### src/design/bsfc_pkg.sv
// Behaviour
// - Enable high leaves shutdown and powers the internal regulator first.
// - During precharge connect precharge resistor and hold fault output high.
// - Output within 2 V of battery: open resistor, drive fault low.
// - Boost switching starts only after isolation switch is on.
// - Soft start ramps regulation reference up from zero.
// - Enable low shuts down immediately with isolation switch off.
// - Current-limit trip turns power switch off until next cycle.
// - Over-current beyond 16 ms at full duty latches shutdown.
// - Output 1.7 V below battery turns isolation off, latched shutdown.
// - Precharge not done after 32 ms latches shutdown, switch never on.
// - Overvoltage with no string current marks string open, drops it.
// - Shut down for open strings only when all six are excluded (open, over 17 V or grounded).
// - Overvoltage with current below target regulates at overvoltage level.
// - Sink over 17 V disables that sink and excludes it.
// - Grounded sink detected right after enable and excluded.
// - Six independent sink channels, each with own enable and exclusion.
// - All active sinks follow the dimming PWM input.
// - Feedback is lowest active sink voltage, regulated to 400 mV.
// - Battery undervoltage lockout disables; restart after hysteresis recovery.
package bsfc_pkg;
    localparam int unsigned N_STRINGS     = 6;
    localparam int unsigned CLK_HZ        = 200_000_000;
    localparam int unsigned SW_HZ         = 1_000_000;
    localparam int unsigned SW_DIV        = CLK_HZ / SW_HZ;
    localparam int unsigned SW_DIV_W      = 8;
    localparam int unsigned OC_TIME_MS    = 16;
    localparam int unsigned SC_DLY_MS     = 32;
    localparam int unsigned OC_SW_CYCLES  = OC_TIME_MS * (SW_HZ / 1000);
    localparam int unsigned SC_SW_CYCLES  = SC_DLY_MS * (SW_HZ / 1000);
    localparam int unsigned TMR_W         = 16;
    localparam int unsigned REF_W         = 8;
    localparam logic [7:0]  REF_FULL      = 8'hFF;
    localparam int unsigned SS_STEP_SW    = 4;
    localparam int unsigned LDO_SW_CYCLES = 8;
    localparam logic [SW_DIV_W-1:0] SW_DIV_LAST = SW_DIV_W'(SW_DIV - 1);

    typedef enum logic [2:0] {
        BSFC_OFF       = 3'b000,
        BSFC_LDO       = 3'b001,
        BSFC_PRECHARGE = 3'b011,
        BSFC_SOFTSTART = 3'b010,
        BSFC_RUN       = 3'b110,
        BSFC_LATCHED   = 3'b100
    } bsfc_state_t;
endpackage

### src/design/bsfc_sync.sv
`timescale 1ns/1ps
// Three-stage synchroniser; change accepted when stages two and three agree
module bsfc_sync #(
    parameter int unsigned W = 1
) (
    input  wire logic         mclk_i,
    input  wire logic         rstn_i,
    input  wire logic         ce_i,
    input  wire logic [W-1:0] d_i,
    output logic      [W-1:0] q_o
);
    logic [W-1:0] s1;
    logic [W-1:0] s2;
    logic [W-1:0] s3;

    always_ff @(posedge mclk_i or negedge rstn_i) begin
        if (!rstn_i) begin
            s1  <= '0;
            s2  <= '0;
            s3  <= '0;
            q_o <= '0;
        end else if (ce_i) begin
            s1 <= d_i;
            s2 <= s1;
            s3 <= s2;
            for (int i = 0; i < W; i++) begin
                if (s2[i] == s3[i]) begin
                    q_o[i] <= s3[i];
                end
            end
        end
    end
endmodule // bsfc_sync

### src/design/bsfc_top.sv
`timescale 1ns/1ps
module bsfc_top
    import bsfc_pkg::*;
(
    input  wire logic                            mclk_i,
    input  wire logic                            rstn_i,
    input  wire logic                            ce_i,
    input  wire logic                            enable_i,
    input  wire logic                            dimming_pwm_input_i,
    input  wire logic                            uvlo_ok_i,
    input  wire logic                            near_batt_i,
    input  wire logic                            short_below_batt_i,
    input  wire logic                            ilim_trip_i,
    input  wire logic                            out_ovp_i,
    input  wire logic [bsfc_pkg::N_STRINGS-1:0] sink_no_current_i,
    input  wire logic [bsfc_pkg::N_STRINGS-1:0] sink_ovp_i,
    input  wire logic [bsfc_pkg::N_STRINGS-1:0] sink_grounded_i,
    input  wire logic                            below_target_i,
    output logic                                 ldo_on_o,
    output logic                                 precharge_on_o,
    output logic                                 fault_high_o,
    output logic                                 power_switch_o,
    output logic [bsfc_pkg::REF_W-1:0]          ref_level_o,
    output logic                                 clamp_at_ovp_o,
    output logic [bsfc_pkg::N_STRINGS-1:0]      sink_on_o,
    output logic [bsfc_pkg::N_STRINGS-1:0]      fb_select_o,
    output logic                                 latched_o
);
    import bsfc_pkg::*;

    localparam int unsigned NI = 6 + 3 * N_STRINGS;

    logic [NI-1:0]         raw_in;
    logic [NI-1:0]         syn_in;
    logic                  en_s;
    logic                  pwm_s;
    logic                  uvlo_s;
    logic                  near_s;
    logic                  short_s;
    logic                  ovp_s;
    logic [N_STRINGS-1:0]  nocur_s;
    logic [N_STRINGS-1:0]  sovp_s;
    logic [N_STRINGS-1:0]  gnd_s;
    bsfc_state_t           state;
    bsfc_state_t           next_state;
    logic [SW_DIV_W-1:0]   div_cnt;
    logic                  sw_tick;
    logic [TMR_W-1:0]      oc_tmr;
    logic [TMR_W-1:0]      sc_tmr;
    logic [TMR_W-1:0]      seq_tmr;
    logic                  oc_cycle;
    logic                  oc_fault;
    logic                  sc_fault;
    logic                  pre_timeout;
    logic                  all_open;
    logic [N_STRINGS-1:0]  excluded;
    logic                  active;

    assign raw_in = {sink_grounded_i, sink_ovp_i, sink_no_current_i, out_ovp_i,
                     short_below_batt_i, near_batt_i, uvlo_ok_i, dimming_pwm_input_i, enable_i};

    bsfc_sync #(
        .W (NI)
    ) u_sync (
        .mclk_i (mclk_i),
        .rstn_i (rstn_i),
        .ce_i   (ce_i),
        .d_i    (raw_in),
        .q_o    (syn_in)
    );

    assign en_s    = syn_in[0];
    assign pwm_s   = syn_in[1];
    assign uvlo_s  = syn_in[2];
    assign near_s  = syn_in[3];
    assign short_s = syn_in[4];
    assign ovp_s   = syn_in[5];
    assign nocur_s = syn_in[6 +: N_STRINGS];
    assign sovp_s  = syn_in[6 + N_STRINGS +: N_STRINGS];
    assign gnd_s   = syn_in[6 + 2 * N_STRINGS +: N_STRINGS];

    // Switching clock divider, one tick per switching cycle
    always_ff @(posedge mclk_i or negedge rstn_i) begin
        if (!rstn_i) begin
            div_cnt <= '0;
        end else if (ce_i) begin
            div_cnt <= (div_cnt == SW_DIV_LAST) ? '0 : div_cnt + 1'b1;
        end
    end
    assign sw_tick = (div_cnt == SW_DIV_LAST);

    // Per-cycle current limit; comparator comes from the same clock domain
    always_ff @(posedge mclk_i or negedge rstn_i) begin
        if (!rstn_i) begin
            oc_cycle <= 1'b0;
        end else if (ce_i) begin
            if (sw_tick) begin
                oc_cycle <= 1'b0;
            end else if (ilim_trip_i) begin
                oc_cycle <= 1'b1;
            end
        end
    end

    assign active = (state == BSFC_SOFTSTART) || (state == BSFC_RUN);

    // Switching only once isolation is on
    always_ff @(posedge mclk_i or negedge rstn_i) begin
        if (!rstn_i) begin
            power_switch_o <= 1'b0;
        end else if (ce_i) begin
            // Drops in the edge isolation opens, never a cycle after
            power_switch_o <= active && en_s && !oc_cycle && !ilim_trip_i
                              && ((next_state == BSFC_SOFTSTART) || (next_state == BSFC_RUN));
        end
    end

    always_ff @(posedge mclk_i or negedge rstn_i) begin
        if (!rstn_i) begin
            oc_tmr <= '0;
        end else if (ce_i) begin
            if (!active || !pwm_s) begin
                oc_tmr <= '0;
            end else if (sw_tick) begin
                oc_tmr <= oc_cycle ? oc_tmr + 1'b1 : '0;
            end
        end
    end
    assign oc_fault = (oc_tmr > TMR_W'(OC_SW_CYCLES));

    always_ff @(posedge mclk_i or negedge rstn_i) begin
        if (!rstn_i) begin
            sc_tmr <= '0;
        end else if (ce_i) begin
            if (state != BSFC_PRECHARGE || near_s) begin
                sc_tmr <= '0;
            end else if (sw_tick) begin
                sc_tmr <= sc_tmr + 1'b1;
            end
        end
    end
    assign pre_timeout = (sc_tmr >= TMR_W'(SC_SW_CYCLES));

    assign sc_fault = active && short_s;
    assign all_open = &excluded;

    always_comb begin
        next_state = state;
        unique case (state)
            BSFC_OFF: begin
                if (en_s && uvlo_s) begin
                    next_state = BSFC_LDO;
                end
            end
            BSFC_LDO: begin
                if (sw_tick && seq_tmr >= TMR_W'(LDO_SW_CYCLES)) begin
                    next_state = BSFC_PRECHARGE;
                end
            end
            BSFC_PRECHARGE: begin
                if (near_s) begin
                    next_state = BSFC_SOFTSTART;
                end else if (pre_timeout) begin
                    next_state = BSFC_LATCHED;
                end
            end
            BSFC_SOFTSTART: begin
                if (sc_fault || oc_fault || all_open) begin
                    next_state = BSFC_LATCHED;
                end else if (ref_level_o == REF_FULL) begin
                    next_state = BSFC_RUN;
                end
            end
            BSFC_RUN: begin
                if (sc_fault || oc_fault || all_open) begin
                    next_state = BSFC_LATCHED;
                end
            end
            BSFC_LATCHED: begin
                next_state = BSFC_LATCHED;
            end
            default: begin
                next_state = BSFC_OFF;
            end
        endcase
        // Enable low or lockout shuts down at once
        if (!en_s || (!uvlo_s && state != BSFC_LATCHED)) begin
            next_state = BSFC_OFF;
        end
    end

    always_ff @(posedge mclk_i or negedge rstn_i) begin
        if (!rstn_i) begin
            state <= BSFC_OFF;
        end else if (ce_i) begin
            state <= next_state;
        end
    end

    always_ff @(posedge mclk_i or negedge rstn_i) begin
        if (!rstn_i) begin
            seq_tmr <= '0;
        end else if (ce_i) begin
            if (state != next_state) begin
                seq_tmr <= '0;
            end else if (sw_tick) begin
                seq_tmr <= seq_tmr + 1'b1;
            end
        end
    end

    always_ff @(posedge mclk_i or negedge rstn_i) begin
        if (!rstn_i) begin
            ref_level_o <= '0;
        end else if (ce_i) begin
            if (!active) begin
                ref_level_o <= '0;
            end else if (sw_tick && seq_tmr[1:0] == 2'(SS_STEP_SW - 1)
                         && ref_level_o != REF_FULL) begin
                ref_level_o <= ref_level_o + 1'b1;
            end
        end
    end

    for (genvar g = 0; g < N_STRINGS; g++) begin : g_str
        always_ff @(posedge mclk_i or negedge rstn_i) begin
            if (!rstn_i) begin
                excluded[g] <= 1'b0;
            end else if (ce_i) begin
                if (state == BSFC_OFF) begin
                    excluded[g] <= 1'b0;
                end else if (state == BSFC_LDO && gnd_s[g]) begin
                    excluded[g] <= 1'b1;
                end else if (active && sovp_s[g]) begin
                    excluded[g] <= 1'b1;
                end else if (active && ovp_s && nocur_s[g]) begin
                    excluded[g] <= 1'b1;
                end
            end
        end

        always_ff @(posedge mclk_i or negedge rstn_i) begin
            if (!rstn_i) begin
                sink_on_o[g] <= 1'b0;
            end else if (ce_i) begin
                sink_on_o[g] <= active && pwm_s && !excluded[g];
            end
        end
    end

    always_ff @(posedge mclk_i or negedge rstn_i) begin
        if (!rstn_i) begin
            fb_select_o <= '0;
        end else if (ce_i) begin
            fb_select_o <= active ? ~excluded : '0;
        end
    end

    always_ff @(posedge mclk_i or negedge rstn_i) begin
        if (!rstn_i) begin
            clamp_at_ovp_o <= 1'b0;
        end else if (ce_i) begin
            clamp_at_ovp_o <= active && ovp_s && below_target_i && !(|(nocur_s & ~excluded));
        end
    end

    always_ff @(posedge mclk_i or negedge rstn_i) begin
        if (!rstn_i) begin
            ldo_on_o       <= 1'b0;
            precharge_on_o <= 1'b0;
            fault_high_o   <= 1'b1;
            latched_o      <= 1'b0;
        end else if (ce_i) begin
            ldo_on_o       <= (next_state != BSFC_OFF) && (next_state != BSFC_LATCHED);
            precharge_on_o <= (next_state == BSFC_PRECHARGE);
            fault_high_o   <= !((next_state == BSFC_SOFTSTART) || (next_state == BSFC_RUN));
            latched_o      <= (next_state == BSFC_LATCHED);
        end
    end

    property p_en_off;
        @(posedge mclk_i) disable iff (!rstn_i)
        (ce_i && !en_s) |=> fault_high_o && !power_switch_o;
    endproperty
    a_en_off: assert property (p_en_off) else $error("isolation on without enable");

    property p_pre_fault;
        @(posedge mclk_i) disable iff (!rstn_i)
        precharge_on_o |-> fault_high_o;
    endproperty
    a_pre_fault: assert property (p_pre_fault) else $error("fault low in precharge");

    property p_iso_before_sw;
        @(posedge mclk_i) disable iff (!rstn_i)
        power_switch_o |-> $past(active);
    endproperty
    a_iso_before_sw: assert property (p_iso_before_sw) else $error("switch before isolation");
    property p_sw_iso;
        @(posedge mclk_i) disable iff (!rstn_i)
        power_switch_o |-> !fault_high_o;
    endproperty
    a_sw_iso: assert property (p_sw_iso) else $error("switch with isolation off");

    property p_ilim;
        @(posedge mclk_i) disable iff (!rstn_i)
        (ce_i && ilim_trip_i && !sw_tick) |=> !power_switch_o;
    endproperty
    a_ilim: assert property (p_ilim) else $error("switch on after limit trip");

    property p_oc_latch;
        @(posedge mclk_i) disable iff (!rstn_i)
        (ce_i && en_s && active && oc_fault) |=> ##1 latched_o || !en_s;
    endproperty
    a_oc_latch: assert property (p_oc_latch) else $error("over-current not latched");

    property p_sc_latch;
        @(posedge mclk_i) disable iff (!rstn_i)
        (ce_i && en_s && sc_fault) |=> (state == BSFC_LATCHED || state == BSFC_OFF);
    endproperty
    a_sc_latch: assert property (p_sc_latch) else $error("short not latched");

    property p_pre_to;
        @(posedge mclk_i) disable iff (!rstn_i)
        (ce_i && en_s && uvlo_s && state == BSFC_PRECHARGE && pre_timeout && !near_s)
            |=> state == BSFC_LATCHED;
    endproperty
    a_pre_to: assert property (p_pre_to) else $error("precharge timeout missed");

    property p_latch_hold;
        @(posedge mclk_i) disable iff (!rstn_i)
        (state == BSFC_LATCHED && en_s) |=> state == BSFC_LATCHED || !ce_i;
    endproperty
    a_latch_hold: assert property (p_latch_hold) else $error("latch released");

    property p_ramp;
        @(posedge mclk_i) disable iff (!rstn_i)
        $rose(active) |-> ref_level_o == '0;
    endproperty
    a_ramp: assert property (p_ramp) else $error("reference not from zero");

    property p_sink_pwm;
        @(posedge mclk_i) disable iff (!rstn_i)
        (ce_i && !pwm_s) |=> sink_on_o == '0;
    endproperty
    a_sink_pwm: assert property (p_sink_pwm) else $error("sink on while dimmed");

    c_run:   cover property (@(posedge mclk_i) state == BSFC_RUN);
    c_latch: cover property (@(posedge mclk_i) $rose(latched_o));
    c_excl:  cover property (@(posedge mclk_i) active && |excluded);
endmodule // bsfc_top

### config.mk
export PLATFORM = sky130hd
export DESIGN_NAME = bsfc_top
export DESIGN_NICKNAME = d
export VERILOG_FILES = /design/src/design/bsfc_pkg.sv /design/src/design/bsfc_sync.sv /design/src/design/bsfc_top.sv
export SDC_FILE = /design/constraint.sdc
export NUM_CORES = 1
export LEC_CHECK = 0
export BUFFER_PORTS_ARGS = -buffer_cell sky130_fd_sc_hd__buf_2
export CAP_MARGIN = 20
export CELL_PAD_IN_SITES_DETAIL_PLACEMENT = 1
export CELL_PAD_IN_SITES_GLOBAL_PLACEMENT = 2
export CORE_UTILIZATION = 31
export CTS_CLUSTER_SIZE = 20
export DETAILED_ROUTE_END_ITERATION = 8
export PLACE_DENSITY = 0.7
export SETUP_SLACK_MARGIN = 0.4
export SYNTH_ARGS = -nofsm -noshare
export SYNTH_HDL_FRONTEND = slang
export SYNTH_SLANG_ARGS = --single-unit
### constraint.sdc
create_clock -name mclk_i -period 4 [get_ports mclk_i]
set_input_delay 0 -clock mclk_i [delete_from_list [all_inputs] [get_ports mclk_i]]
set_output_delay 0 -clock mclk_i [all_outputs]
set_load 0.02 [all_outputs]
==> results.txt, run 1 <==
----------------------------------------------------
[Global routing]
  Number of antenna violations at the first check in global routing ... 0
  GRT overflow ... 0
  Total GRT Usage ... 16.1%
  Number of global-route vias before repair ... 7022
  Pin count of the biggest net entering global routing ... 94
  Wire length of the first global-routing pass ... 36900 um

[Worst setup path]
  Worst reg-to-reg path cell count ... 5
  Kind of critical path ... flip-flop to flip-flop
  Worst Path Max Fanout ... 14
  Crit path required time ... 4.36 ns
  CP Capture Type ... flip-flop
  Startpoint type of the worst setup path ... flip-flop
  Critical path data arrival time ... 3.09 ns

[Synth]
  Sequential element share of the synthesized area ... 53.5%
  Synth top area cells ... dfrtp_1 (53%), o21ai_0 (6.5%), mux2_2 (6.4%)
  Number of synthesized flops with an enable pin ... 0
  Average footprint of a synthesized cell ... 10.2 um2
  Ys Warns ... 0
  Post-Synthesis Cell Area ... 0.00880 mm2
  Ys flop type ... dfrtp_1
  Most instantiated cells after synthesis ... dfrtp_1 (187), o21ai_0 (115), nand2_1 (73), nor2_1 (53), a21oi_1 (51)
  Cell variety after synth ... 68
  Library cell occupying the most area in the post-synthesis netlist ... dfrtp_1
  Syn Nets ... 896
  Top-area cell type share of the netlist area ... 53.2%
  Cell count after synthesis ... 859
  Fraction of synthesis flops using an asynchronous set or reset pin ... 100%
  Leading cell type by number of instances after synthesis ... dfrtp_1
  Register bit total from synthesis ... 188

[Place]
  Last weighted congestion value of the routability-driven placer ... 0.748
  Post-Place Cells ... 1257
  Half-perimeter wire length of the detailed placement result ... 14400 um
  Count of buffers from port buffering ... 54

[STA]
  Final period utilization ... 68.3%
  Transition time of the tightest slew-check pin ... 1.07 ns
  Hold violation total from the final report ... 0
  Final setup vio count ... 0
  Worst setup skew after layout ... 0.0106 ns
  Worst hold margin ... 0.152 ns
  Setup TNS ... 0 ns
  Max transition margin ... 28.8%
  Crit path time final ... 2.73 ns
  Number of slew-limit violations in the final report ... 0
  Setup repair after global routing missed its margin ... false
  Fmax ... 366 MHz

[Layout]
  Fraction of final layout cells with drive strength greater than 1 ... 18.1%
  Number of cells in the finished layout apart from fillers ... 1317
  Final core occ ... 37.2%
  Final #Nets ... 963
  Count of antenna diodes in the layout ... 0
  Area growth, synth to finish ... 17.7%

[Power]
  P_sw ... 0.00162 W
  Part of the power in the clock network ... 35.1%
  Cell Pwr Density ... 494 mW/mm2
  Worst voltage drop across the vdd grid ... 0.318 mV
  Int Power ... 0.00349 W
  Static Leakage ... 4.45 nW
  Total Power Consumption ... 0.00511 W
  Net switching fraction of the power ... 31.7%
  Proportion of power drawn by flip-flops and latches ... 48.3%
  Combinational group share of total power ... 16.6%

[Hold path]
  Worst hold-check path type ... input pin to async pin

[Floorplan]
  Number of placement rows ... 61
  Initial Utilization ... 31.6%
  Die area ... 0.0291 mm2
  Die height ... 170 um
  Horizontal extent of the die ... 170 um
  Count of pins on the block boundary ... 55
  Area of the core ... 0.0279 mm2

[Clock tree]
  Number of buffers created by CTS ... 17
  Post-CTS setup buffers ... 0
  Skew-Pair Late Insertion Delay ... 0.44 ns
  Number of clock sinks ... 188
  Resize count post-CTS ... 0
  Longest Clk Path Bufs ... 2
  Clock tree from TritonCTS ... done
  Clock transition at path regs ... 0.08 ns
  Root Buffer ... clkbuf_16
  Number of buffers added to fix hold violations after cts ... 28
  H-tree levels ... 4

[Run status]
  Status ... complete, no violations

[Routing]
  Number of detailed-route iterations in the first pass ... 4
  Initial DRC count ... 417
  WL final ... 21600 um
  Detailed-route DRC error count ... 0
  Vias per cell ... 5.09
  Vias ... 6700
  Detailed-route wire length per cell ... 16.4 um
  Count of nets left with antenna violations after detail routing ... 0

[Flow run]
  Maxcap violations ... 0

----------------------------------------------------
-- final timing paths --
path,startpoint,end,slack (ns)
max in group asynchronous,rstn_i,u_sync.s1[1],3.00
hold reg to reg,fault_high_o,fault_high_o,0.49
setup reg to reg,state[1],oc_tmr[10],1.27
hold / removal,rstn_i,seq_tmr[11],0.15
setup / recovery,state[1],oc_tmr[10],1.27
min in group mclk_i,sink_ovp_i[0],u_sync.s1[12],0.32
-- critical path: stages, from the launching register on --
cell and delay [ns]:
dfrtp_1 0.56, nor2b_1 0.60, nand3_1 0.55, nor2_1 0.60
nand4_1 0.16, o21ai_0 0.17
-- cells in the final DEF, fill, tap and decap left out, types with 3 or more instances in the layout --
master,instances
nor2_1,53
and3_1,10
o41ai_2,3
a31oi_1,10
mux2_2,50
xnor2_1,7
clkbuf_16,17
nand4_1,17
o2bb2ai_1,18
xor2_1,21
o31ai_1,5
dlygate4sd3_1,28
buf_2,52
nor4_1,6
ha_1,8
inv_1,48
nor2b_1,6
or3_1,4
nand2_1,73
o32ai_1,8
inv_8,3
and2_1,3
dfrtp_1,187
o211ai_1,8
a21o_1,3
clkinv_4,3
o21ai_0,115
and4_1,4
or2_2,4
nand2b_1,11
nand3_1,24
a21oi_1,51
o41ai_1,4
and4bb_2,3
inv_6,3
buf_4,6
nor3_1,12
clkinv_8,3
-- power by group through the flow --
stage	combinational, W	sequential (W)	clock, W
final	0.000847	0.00247	0.00180
after floorplan	0.000654	0.00238	0
after detailed placement	0.000834	0.00251	0
after global placement	0.000813	0.00250	0
after CTS	0.000861	0.00247	0.00186
after global routing	0.000978	0.00252	0.00193
-- flip-flops by register name, summed over array words and instances (netlist names), 8 cells and up --
signal	cells
u_sync.s1	24
u_sync.q_o	24
ref_level_o	8
sc_tmr	16
seq_tmr	16
u_sync.s3	24
oc_tmr	16
div_cnt	8
u_sync.s2	24
-- routing by layer --
layer  vias up  wire [um]  GRT usage (%)
met5         -          0              0
li1       3222          -              -
met2        73       9980           26.2
met1      3393      10900           22.2
met4         0        202           4.11
met3        12        535           2.80
-- kinds of logic after synthesis --
family                     synth area share (%)
AOI/OAI and AO/OA                          18.1
adders and majority gates                  1.14
xor gates and xnor gates                   2.79
and+or+nand+nor                            13.9
DFF                                        53.5
muxes                                      6.62
buffers and inverters                      3.98
-- through the flow --
step | worst slack, ns | cell area (um2)
after floorplan | 1.88 | 8800
after global placement | 1.36 | 9450
after detailed placement | 1.26 | 9450
after CTS | 1.26 | 10400
after global routing | 0.927 | 10400
final | 1.27 | 10400
-- layout make-up --
class,instances,area (um2)
clock buffers,17,425
fillers,3107,17500
flip-flops and latches,188,4710
repair buffers,89,631
inverters,48,180
multi-input cells,582,3740
clock inverters,15,200
well taps,378,473
Power figures use the tool's default switching activity.
==> inputs of run 2 (changes only) <==
Settings changed: PLACE_DENSITY 0.7 to 0.73.
Clock period 4 ns to 2.47 ns, I/O delays scaled along.
==> run 2 against run 1 <==
Net effect: clock skew rose by 0.014 ns; first-iteration DRC count fell by 13%; clock power rose by 67%; count of clock-buffer cells in the layout did not move; setup slack got worse by 1.2 ns; design area rose by 7.2%; cell count rose by 3.7%; sequential share of layout area fell by 3.0 points; critical endpoint is now seq_tmr[0]; largest power group unchanged; highest routed layer unchanged.
==> results.txt, run 2 (synthesis results as in run 1) <==
----------------------------------------------------
[Routing]
  Vias ... 6966 (+4.0%)
  Number of detailed-route iterations in the first pass ... 4 (unchanged)
  Detailed-route DRC error count ... 0 (unchanged)
  WL final ... 22900 um (+6.1%)
  Initial DRC count ... 361 (-13%)
  Detailed-route wire length per cell ... 16.8 um (+2.2%)
  Vias per cell ... 5.10 (+0.24%)
  Count of nets left with antenna violations after detail routing ... 0 (unchanged)

[Layout]
  Leading cell types in the layout, fill and taps excluded ... dfrtp_1 (185), o21ai_0 (114), nand2_1 (72), buf_2 (52), nor2_1 (51)
  Fraction of final layout cells with drive strength greater than 1 ... 25.7% (+7.6 points)
  Area growth, synth to finish ... 26.2%
  Number of cells in the finished layout apart from fillers ... 1366 (+3.7%)
  Count of antenna diodes in the layout ... 0 (unchanged)
  Most common cell after layout, fill and taps aside ... dfrtp_1
  Final #Nets ... 1012 (+5.1%)

[STA]
  Worst setup skew after layout ... 0.0241 ns (+0.0135 ns)
  Final setup vio count ... 0 (unchanged)
  Max transition margin ... 55.9% (+27 points)
  Number of slew-limit violations in the final report ... 0 (unchanged)
  Setup repair after global routing missed its margin ... true
  Hold violation total from the final report ... 0 (unchanged)
  Fmax ... 421 MHz (+15%)
  Crit path time final ... 2.37 ns (-0.357 ns)
  Worst hold margin ... 0.0835 ns (-0.0689 ns)
  Transition time of the tightest slew-check pin ... 0.662 ns (-0.407 ns)
  Final period utilization ... 96.1% (+28 points)
  Setup TNS ... 0 ns (unchanged)

[Clock tree]
  Number of clock sinks ... 188 (unchanged)
  Clock tree from TritonCTS ... done
  Skew-Pair Late Insertion Delay ... 0.46 ns (+0.02 ns)
  Clock transition at path regs ... 0.09 ns (about the same)
  Longest Clk Path Bufs ... 2 (unchanged)
  Root Buffer ... clkbuf_16
  H-tree levels ... 4 (unchanged)
  Number of buffers created by CTS ... 17 (unchanged)

[Global routing]
  Number of global-route vias before repair ... 7090 (+0.97%)
  Wire length of the first global-routing pass ... 38000 um (+2.7%)
  Pin count of the biggest net entering global routing ... 143 (+52%)
  Number of antenna violations at the first check in global routing ... 0 (unchanged)
  Total GRT Usage ... 16.5% (+0.37 points)
  GRT overflow ... 0 (unchanged)

[Floorplan]
  Initial Utilization ... 31.6% (unchanged)
  Die area ... 0.0291 mm2 (unchanged)
  Die height ... 170 um (unchanged)
  Count of pins on the block boundary ... 55 (unchanged)
  Number of placement rows ... 61 (unchanged)
  Horizontal extent of the die ... 170 um (unchanged)
  Area of the core ... 0.0279 mm2 (unchanged)

[Run status]
  Status ... complete, no violations

[Place]
  Post-Place Cells ... 1280 (+1.8%)
  Count of buffers from port buffering ... 54 (unchanged)
  Half-perimeter wire length of the detailed placement result ... 14500 um (+0.56%)
  Last weighted congestion value of the routability-driven placer ... 0.826 (+10%)

[Worst setup path]
  Critical path data arrival time ... 2.73 ns (-0.36 ns)
  CP Capture Type ... flip-flop
  Cell-by-cell listing of the critical path ... nor4_1 > nand4_1 > and4bb_4 > or2_2 > o41ai_4 > o2bb2ai_1
  Worst Path Max Fanout ... 6 (-8)
  Slowest cell on the critical path ... dfrtp_1
  Crit-path max cell delay ... 0.45 ns (-0.15 ns)
  Kind of critical path ... flip-flop to flip-flop
  Crit path required time ... 2.83 ns (-1.53 ns)
  Startpoint type of the worst setup path ... flip-flop

[Power]
  Cell Pwr Density ... 796 mW/mm2 (+61%)
  Proportion of power drawn by flip-flops and latches ... 45.3% (-3.0 points)
  Net switching fraction of the power ... 34.2% (+2.5 points)
  Part of the power in the clock network ... 34.1% (-1.0 points)
  Worst voltage drop across the vdd grid ... 0.428 mV (+35%)
  Total Power Consumption ... 0.00884 W (+73%)
  P_sw ... 0.00302 W (+87%)
  Combinational group share of total power ... 20.6% (+4.0 points)
  Int Power ... 0.00582 W (+66%)
  Static Leakage ... 4.78 nW (+7.4%)

[Hold path]
  Worst hold-check path type ... input pin to async pin

[Flow run]
  Maxcap violations ... 0 (unchanged)

----------------------------------------------------
## run 2: changes by cell type in the layout (fill, tap and decap cells not counted), moves of 3 or more
cell,change
a21oi_1,-5
a21oi_2,+5
buf_12,+3
buf_4,+38
buf_6,+6
clkinv_4,-3
clkinv_8,+4
inv_12,+4
o2bb2ai_1,-4
o2bb2ai_2,+4
o41ai_1,-4
o41ai_4,+3
## run 2: final cells by class
| type | count | area, um2 |
|---|---|---|
| clock inverters | 15 | 239 |
| multi-input cells | 583 | 4020 |
| clock buffers | 17 | 425 |
| flip-flops and latches | 188 | 4710 |
| fillers | 3076 | 16800 |
| well taps | 378 | 473 |
| inverters | 48 | 180 |
| repair buffers | 137 | 1050 |
## run 2: per-stage QoR
stage | utilization, % | cell area, um2 | setup WS, ns
final | 39.9 | 11100 | 0.0970
after CTS | 38.9 | 10800 | 0.219
after detailed placement | 34.7 | 9660 | 0.0457
after floorplan | - | 8810 | 0.405
after global routing | 39.9 | 11100 | 0.0103
after global placement | 34.7 | 9660 | 0.118
## run 2: repair_timing
action / 4_1_cts / 5_1_grt
endpoints found under the setup margin: 31 / 46
setup buffers: 11 / 13
hold buffers: 29 / 0
cloned: 1 / 0
gates resized for setup: 20 / 37
pin swaps: 6 / 20
hold endpoints to repair: 193 / 0
## run 2: worst max-delay path, delay by kind of cell, from the launching register on
kind / cells / cell delay (ns)
AO/OA/AOI/OAI: 2 / 0.53
AND/OR/NAND/NOR: 4 / 1.30
flip-flops: 1 / 0.45
## run 2: path summary, 6_finish.rpt
kind | start | endpoint | slack (ns) | cells past startpoint
worst min-delay path | rstn_i | sc_tmr[6] | 0.08 | 2
min in group mclk_i | sink_ovp_i[3] | u_sync.s1[15] | 0.30 | 3
worst max-delay path | seq_tmr[14] | seq_tmr[0] | 0.1 | 6
worst min register to register | sink_on_o[1] | sink_on_o[1] | 0.49 | 1
worst max register to register | seq_tmr[14] | seq_tmr[0] | 0.1 | 6
max in group asynchronous | rstn_i | excluded[4] | 1.62 | 3
## run 2: metal layers
| layer | wire (um) | vias to the layer above | track usage [%] |
|---|---|---|---|
| li1 | - | 3305 | - |
| met1 | 11200 | 3527 | 22.9 |
| met2 | 10500 | 105 | 26.1 |
| met3 | 730 | 29 | 2.94 |
| met4 | 433 | 0 | 5.37 |
| met5 | 0 | - | 0 |
## run 2: power groups by stage
stage | Clock (W) | Sequential (W) | Combinational, W
2_1_floorplan | 0 | 0.00386 | 0.00106
3_3_place_gp | 0 | 0.00402 | 0.00139
3_5_place_dp | 0 | 0.00404 | 0.00143
4_1_cts | 0.00310 | 0.00399 | 0.00165
5_1_grt | 0.00319 | 0.00408 | 0.00204
6_report | 0.00301 | 0.00400 | 0.00182
==> inputs of run 3 (changes only) <==
==> constraint.sdc (replaced) <==
create_clock -name mclk_i -period 2.47 [get_ports mclk_i]
set_input_delay 0.494 -clock mclk_i [delete_from_list [all_inputs] [get_ports mclk_i]]
set_output_delay 0.494 -clock mclk_i [all_outputs]
set_load 0.02 [all_outputs]
==> run 3 against run 2 <==
Net effect: utilization is 1.0 points lower; sequential power about the same; largest power group unchanged; first-iteration DRC count down 29%; highest routed layer unchanged.
==> results.txt, run 3 (synthesis results as in run 1) <==
----------------------------------------------------
[Layout]
  Final #Nets ... 995 (-1.7%)
  Filler Cells Inserted ... 3127 (+1.7%)
  Count of antenna diodes in the layout ... 0 (unchanged)
  Area growth, synth to finish ... 22.9%
  Fraction of final layout cells with drive strength greater than 1 ... 26.3% (+0.55 points)
  Area of combinational cells with multiple inputs ... 0.00396 mm2 (-1.6%)
  Most common cell after layout, fill and taps aside ... dfrtp_1
  Sequential cell area ... 0.00471 mm2 (unchanged)
  Leading cell types in the layout, fill and taps excluded ... dfrtp_1 (185), o21ai_0 (114), nand2_1 (72), buf_4 (57)
  Number of cells in the finished layout apart from fillers ... 1349 (-1.2%)

[Clock tree]
  Longest Clk Path Bufs ... 2 (unchanged)
  Number of buffers added to fix hold violations after cts ... 0 (-100%)
  Number of clock sinks ... 188 (unchanged)
  H-tree levels ... 4 (unchanged)
  Clock transition at path regs ... 0.08 ns (about the same)
  Number of buffers created by CTS ... 17 (unchanged)
  Skew-Pair Late Insertion Delay ... 0.45 ns (about the same)
  Root Buffer ... clkbuf_16
  Clock tree from TritonCTS ... done

[Routing]
  WL final ... 23300 um (+1.8%)
  Initial DRC count ... 255 (-29%)
  Vias ... 6930 (-0.52%)
  Count of nets left with antenna violations after detail routing ... 0 (unchanged)
  Vias per cell ... 5.14 (+0.74%)
  Detailed-route DRC error count ... 0 (unchanged)
  Detailed-route wire length per cell ... 17.3 um (+3.0%)
  Number of detailed-route iterations in the first pass ... 4 (unchanged)

[Run status]
  Status ... complete, no violations

[Worst setup path]
  Startpoint type of the worst setup path ... flip-flop
  Critical path data arrival time ... 2.68 ns (-0.05 ns)
  Kind of critical path ... flip-flop to flip-flop
  CP Capture Type ... flip-flop
  Worst Path Max Fanout ... 7 (+1)
  Crit path required time ... 2.84 ns (about the same)

[Global routing]
  GRT overflow ... 0 (unchanged)
  Number of global-route vias before repair ... 7171 (+1.1%)
  Total GRT Usage ... 17.0% (+0.53 points)
  Wire length of the first global-routing pass ... 39000 um (+2.7%)
  Pin count of the biggest net entering global routing ... 143 (unchanged)
  Number of antenna violations at the first check in global routing ... 0 (unchanged)

[Floorplan]
  Horizontal extent of the die ... 170 um (unchanged)
  Count of pins on the block boundary ... 55 (unchanged)
  Die area ... 0.0291 mm2 (unchanged)
  Area of the core ... 0.0279 mm2 (unchanged)
  Number of placement rows ... 61 (unchanged)
  Die height ... 170 um (unchanged)
  Initial Utilization ... 31.6% (unchanged)

[STA]
  Transition time of the tightest slew-check pin ... 0.668 ns (+0.00633 ns)
  Final period utilization ... 93.3% (-2.8 points)
  Setup TNS ... 0 ns (unchanged)
  Fmax ... 434 MHz (+3.0%)
  Crit path time final ... 2.30 ns (-0.0682 ns)
  Setup repair after global routing missed its margin ... true
  Final setup vio count ... 0 (unchanged)
  Hold violation total from the final report ... 0 (unchanged)
  Max transition margin ... 55.5% (-0.42 points)
  Number of slew-limit violations in the final report ... 0 (unchanged)
  Worst setup skew after layout ... 0.0130 ns (-0.0111 ns)
  Final worst-path setup slack ... 0.165 ns (+0.0682 ns)

[Power]
  Static Leakage ... 4.67 nW (-2.3%)
  Cell Pwr Density ... 795 mW/mm2 (-0.11%)
  Worst voltage drop across the vdd grid ... 0.427 mV (-0.19%)

[Place]
  Post-Place Cells ... 1284 (+0.31%)
  Half-perimeter wire length of the detailed placement result ... 15100 um (+4.3%)
  Last weighted congestion value of the routability-driven placer ... 0.808 (-2.2%)
  Count of buffers from port buffering ... 54 (unchanged)
  Placement Setup Slack ... 0.0502 ns (+0.00452 ns)

[Hold path]
  Worst hold-check path type ... input pin to async pin

[Flow run]
  Maxcap violations ... 0 (unchanged)

----------------------------------------------------
run 3: cell count changes in the layout (fill, tap and decap cells not counted), moves of 3 or more:
cell,previous run,this run
dlygate4sd3_1,29,0
buf_4,44,57
inv_12,4,0
a21oi_1,46,49
a21oi_2,5,2
buf_6,7,4
o2bb2ai_1,14,17
o2bb2ai_2,4,1
run 3: path summary, 6_finish.rpt:
path	start	endpoint	slack, ns	depth (start not counted)
worst max-delay path	oc_tmr[4]	power_switch_o	0.17	7
worst min-delay path	rstn_i	seq_tmr[10]	0.007	1
worst max register to register	oc_tmr[4]	power_switch_o	0.17	7
worst min register to register	clamp_at_ovp_o	clamp_at_ovp_o	0.49	1
max in group asynchronous	rstn_i	ref_level_o[4]	1.80	2
min in group mclk_i	sink_ovp_i[0]	u_sync.s1[12]	0.27	2
run 3: critical path, stage by stage (launching register included):
cell and delay (ns):
dfrtp_1 0.43, or4_4 0.55, o211ai_4 0.22, o211ai_4 0.17, buf_6 0.17, o211ai_4 0.27
nor3b_4 0.26, a22o_1 0.15
run 3: through the flow:
| step | cell area, um2 | total power (W) | util (%) | hold slack [ns] |
|---|---|---|---|---|
| floorplan | 8810 | 0.00492 | - | 0.198 |
| global placement | 9730 | 0.00546 | 34.9 | 0.461 |
| detailed placement | 9730 | 0.00553 | 34.9 | 0.471 |
| CTS | 10600 | 0.00860 | 38.1 | 0.0182 |
| global route | 10800 | 0.00909 | 38.8 | 0.0272 |
| finish | 10800 | 0.00860 | 38.8 | 0.00668 |
run 3: area by class of cell:
class	instances	share of cell area, %
flip-flops and latches	188	43.5
multi-input cells	583	36.6
repair buffers	120	8.02
well taps	378	4.37
clock buffers	17	3.93
clock inverters	15	1.84
inverters	48	1.67
run 3: report_power, final:
part	leakage [nW]	internal, W	switching (W)
sequential	2.38	0.00352	0.000455
clock	0.300	0.00139	0.00147
combinational	1.99	0.000811	0.000957
run 3: per-layer routing:
metal	vias up	GRT usage, %	share of wire [%]
met1	3548	23.7	49
li1	3276	-	-
met5	-	0	0
met3	30	2.38	2.1
met4	0	5.72	1.8
met2	76	27.3	47
run 3: timing repair:
action,CTS,global route
gates resized for setup,22,19
pin swaps,9,6
endpoints found under the setup margin,40,36
setup buffers,18,14
cloned,1,0
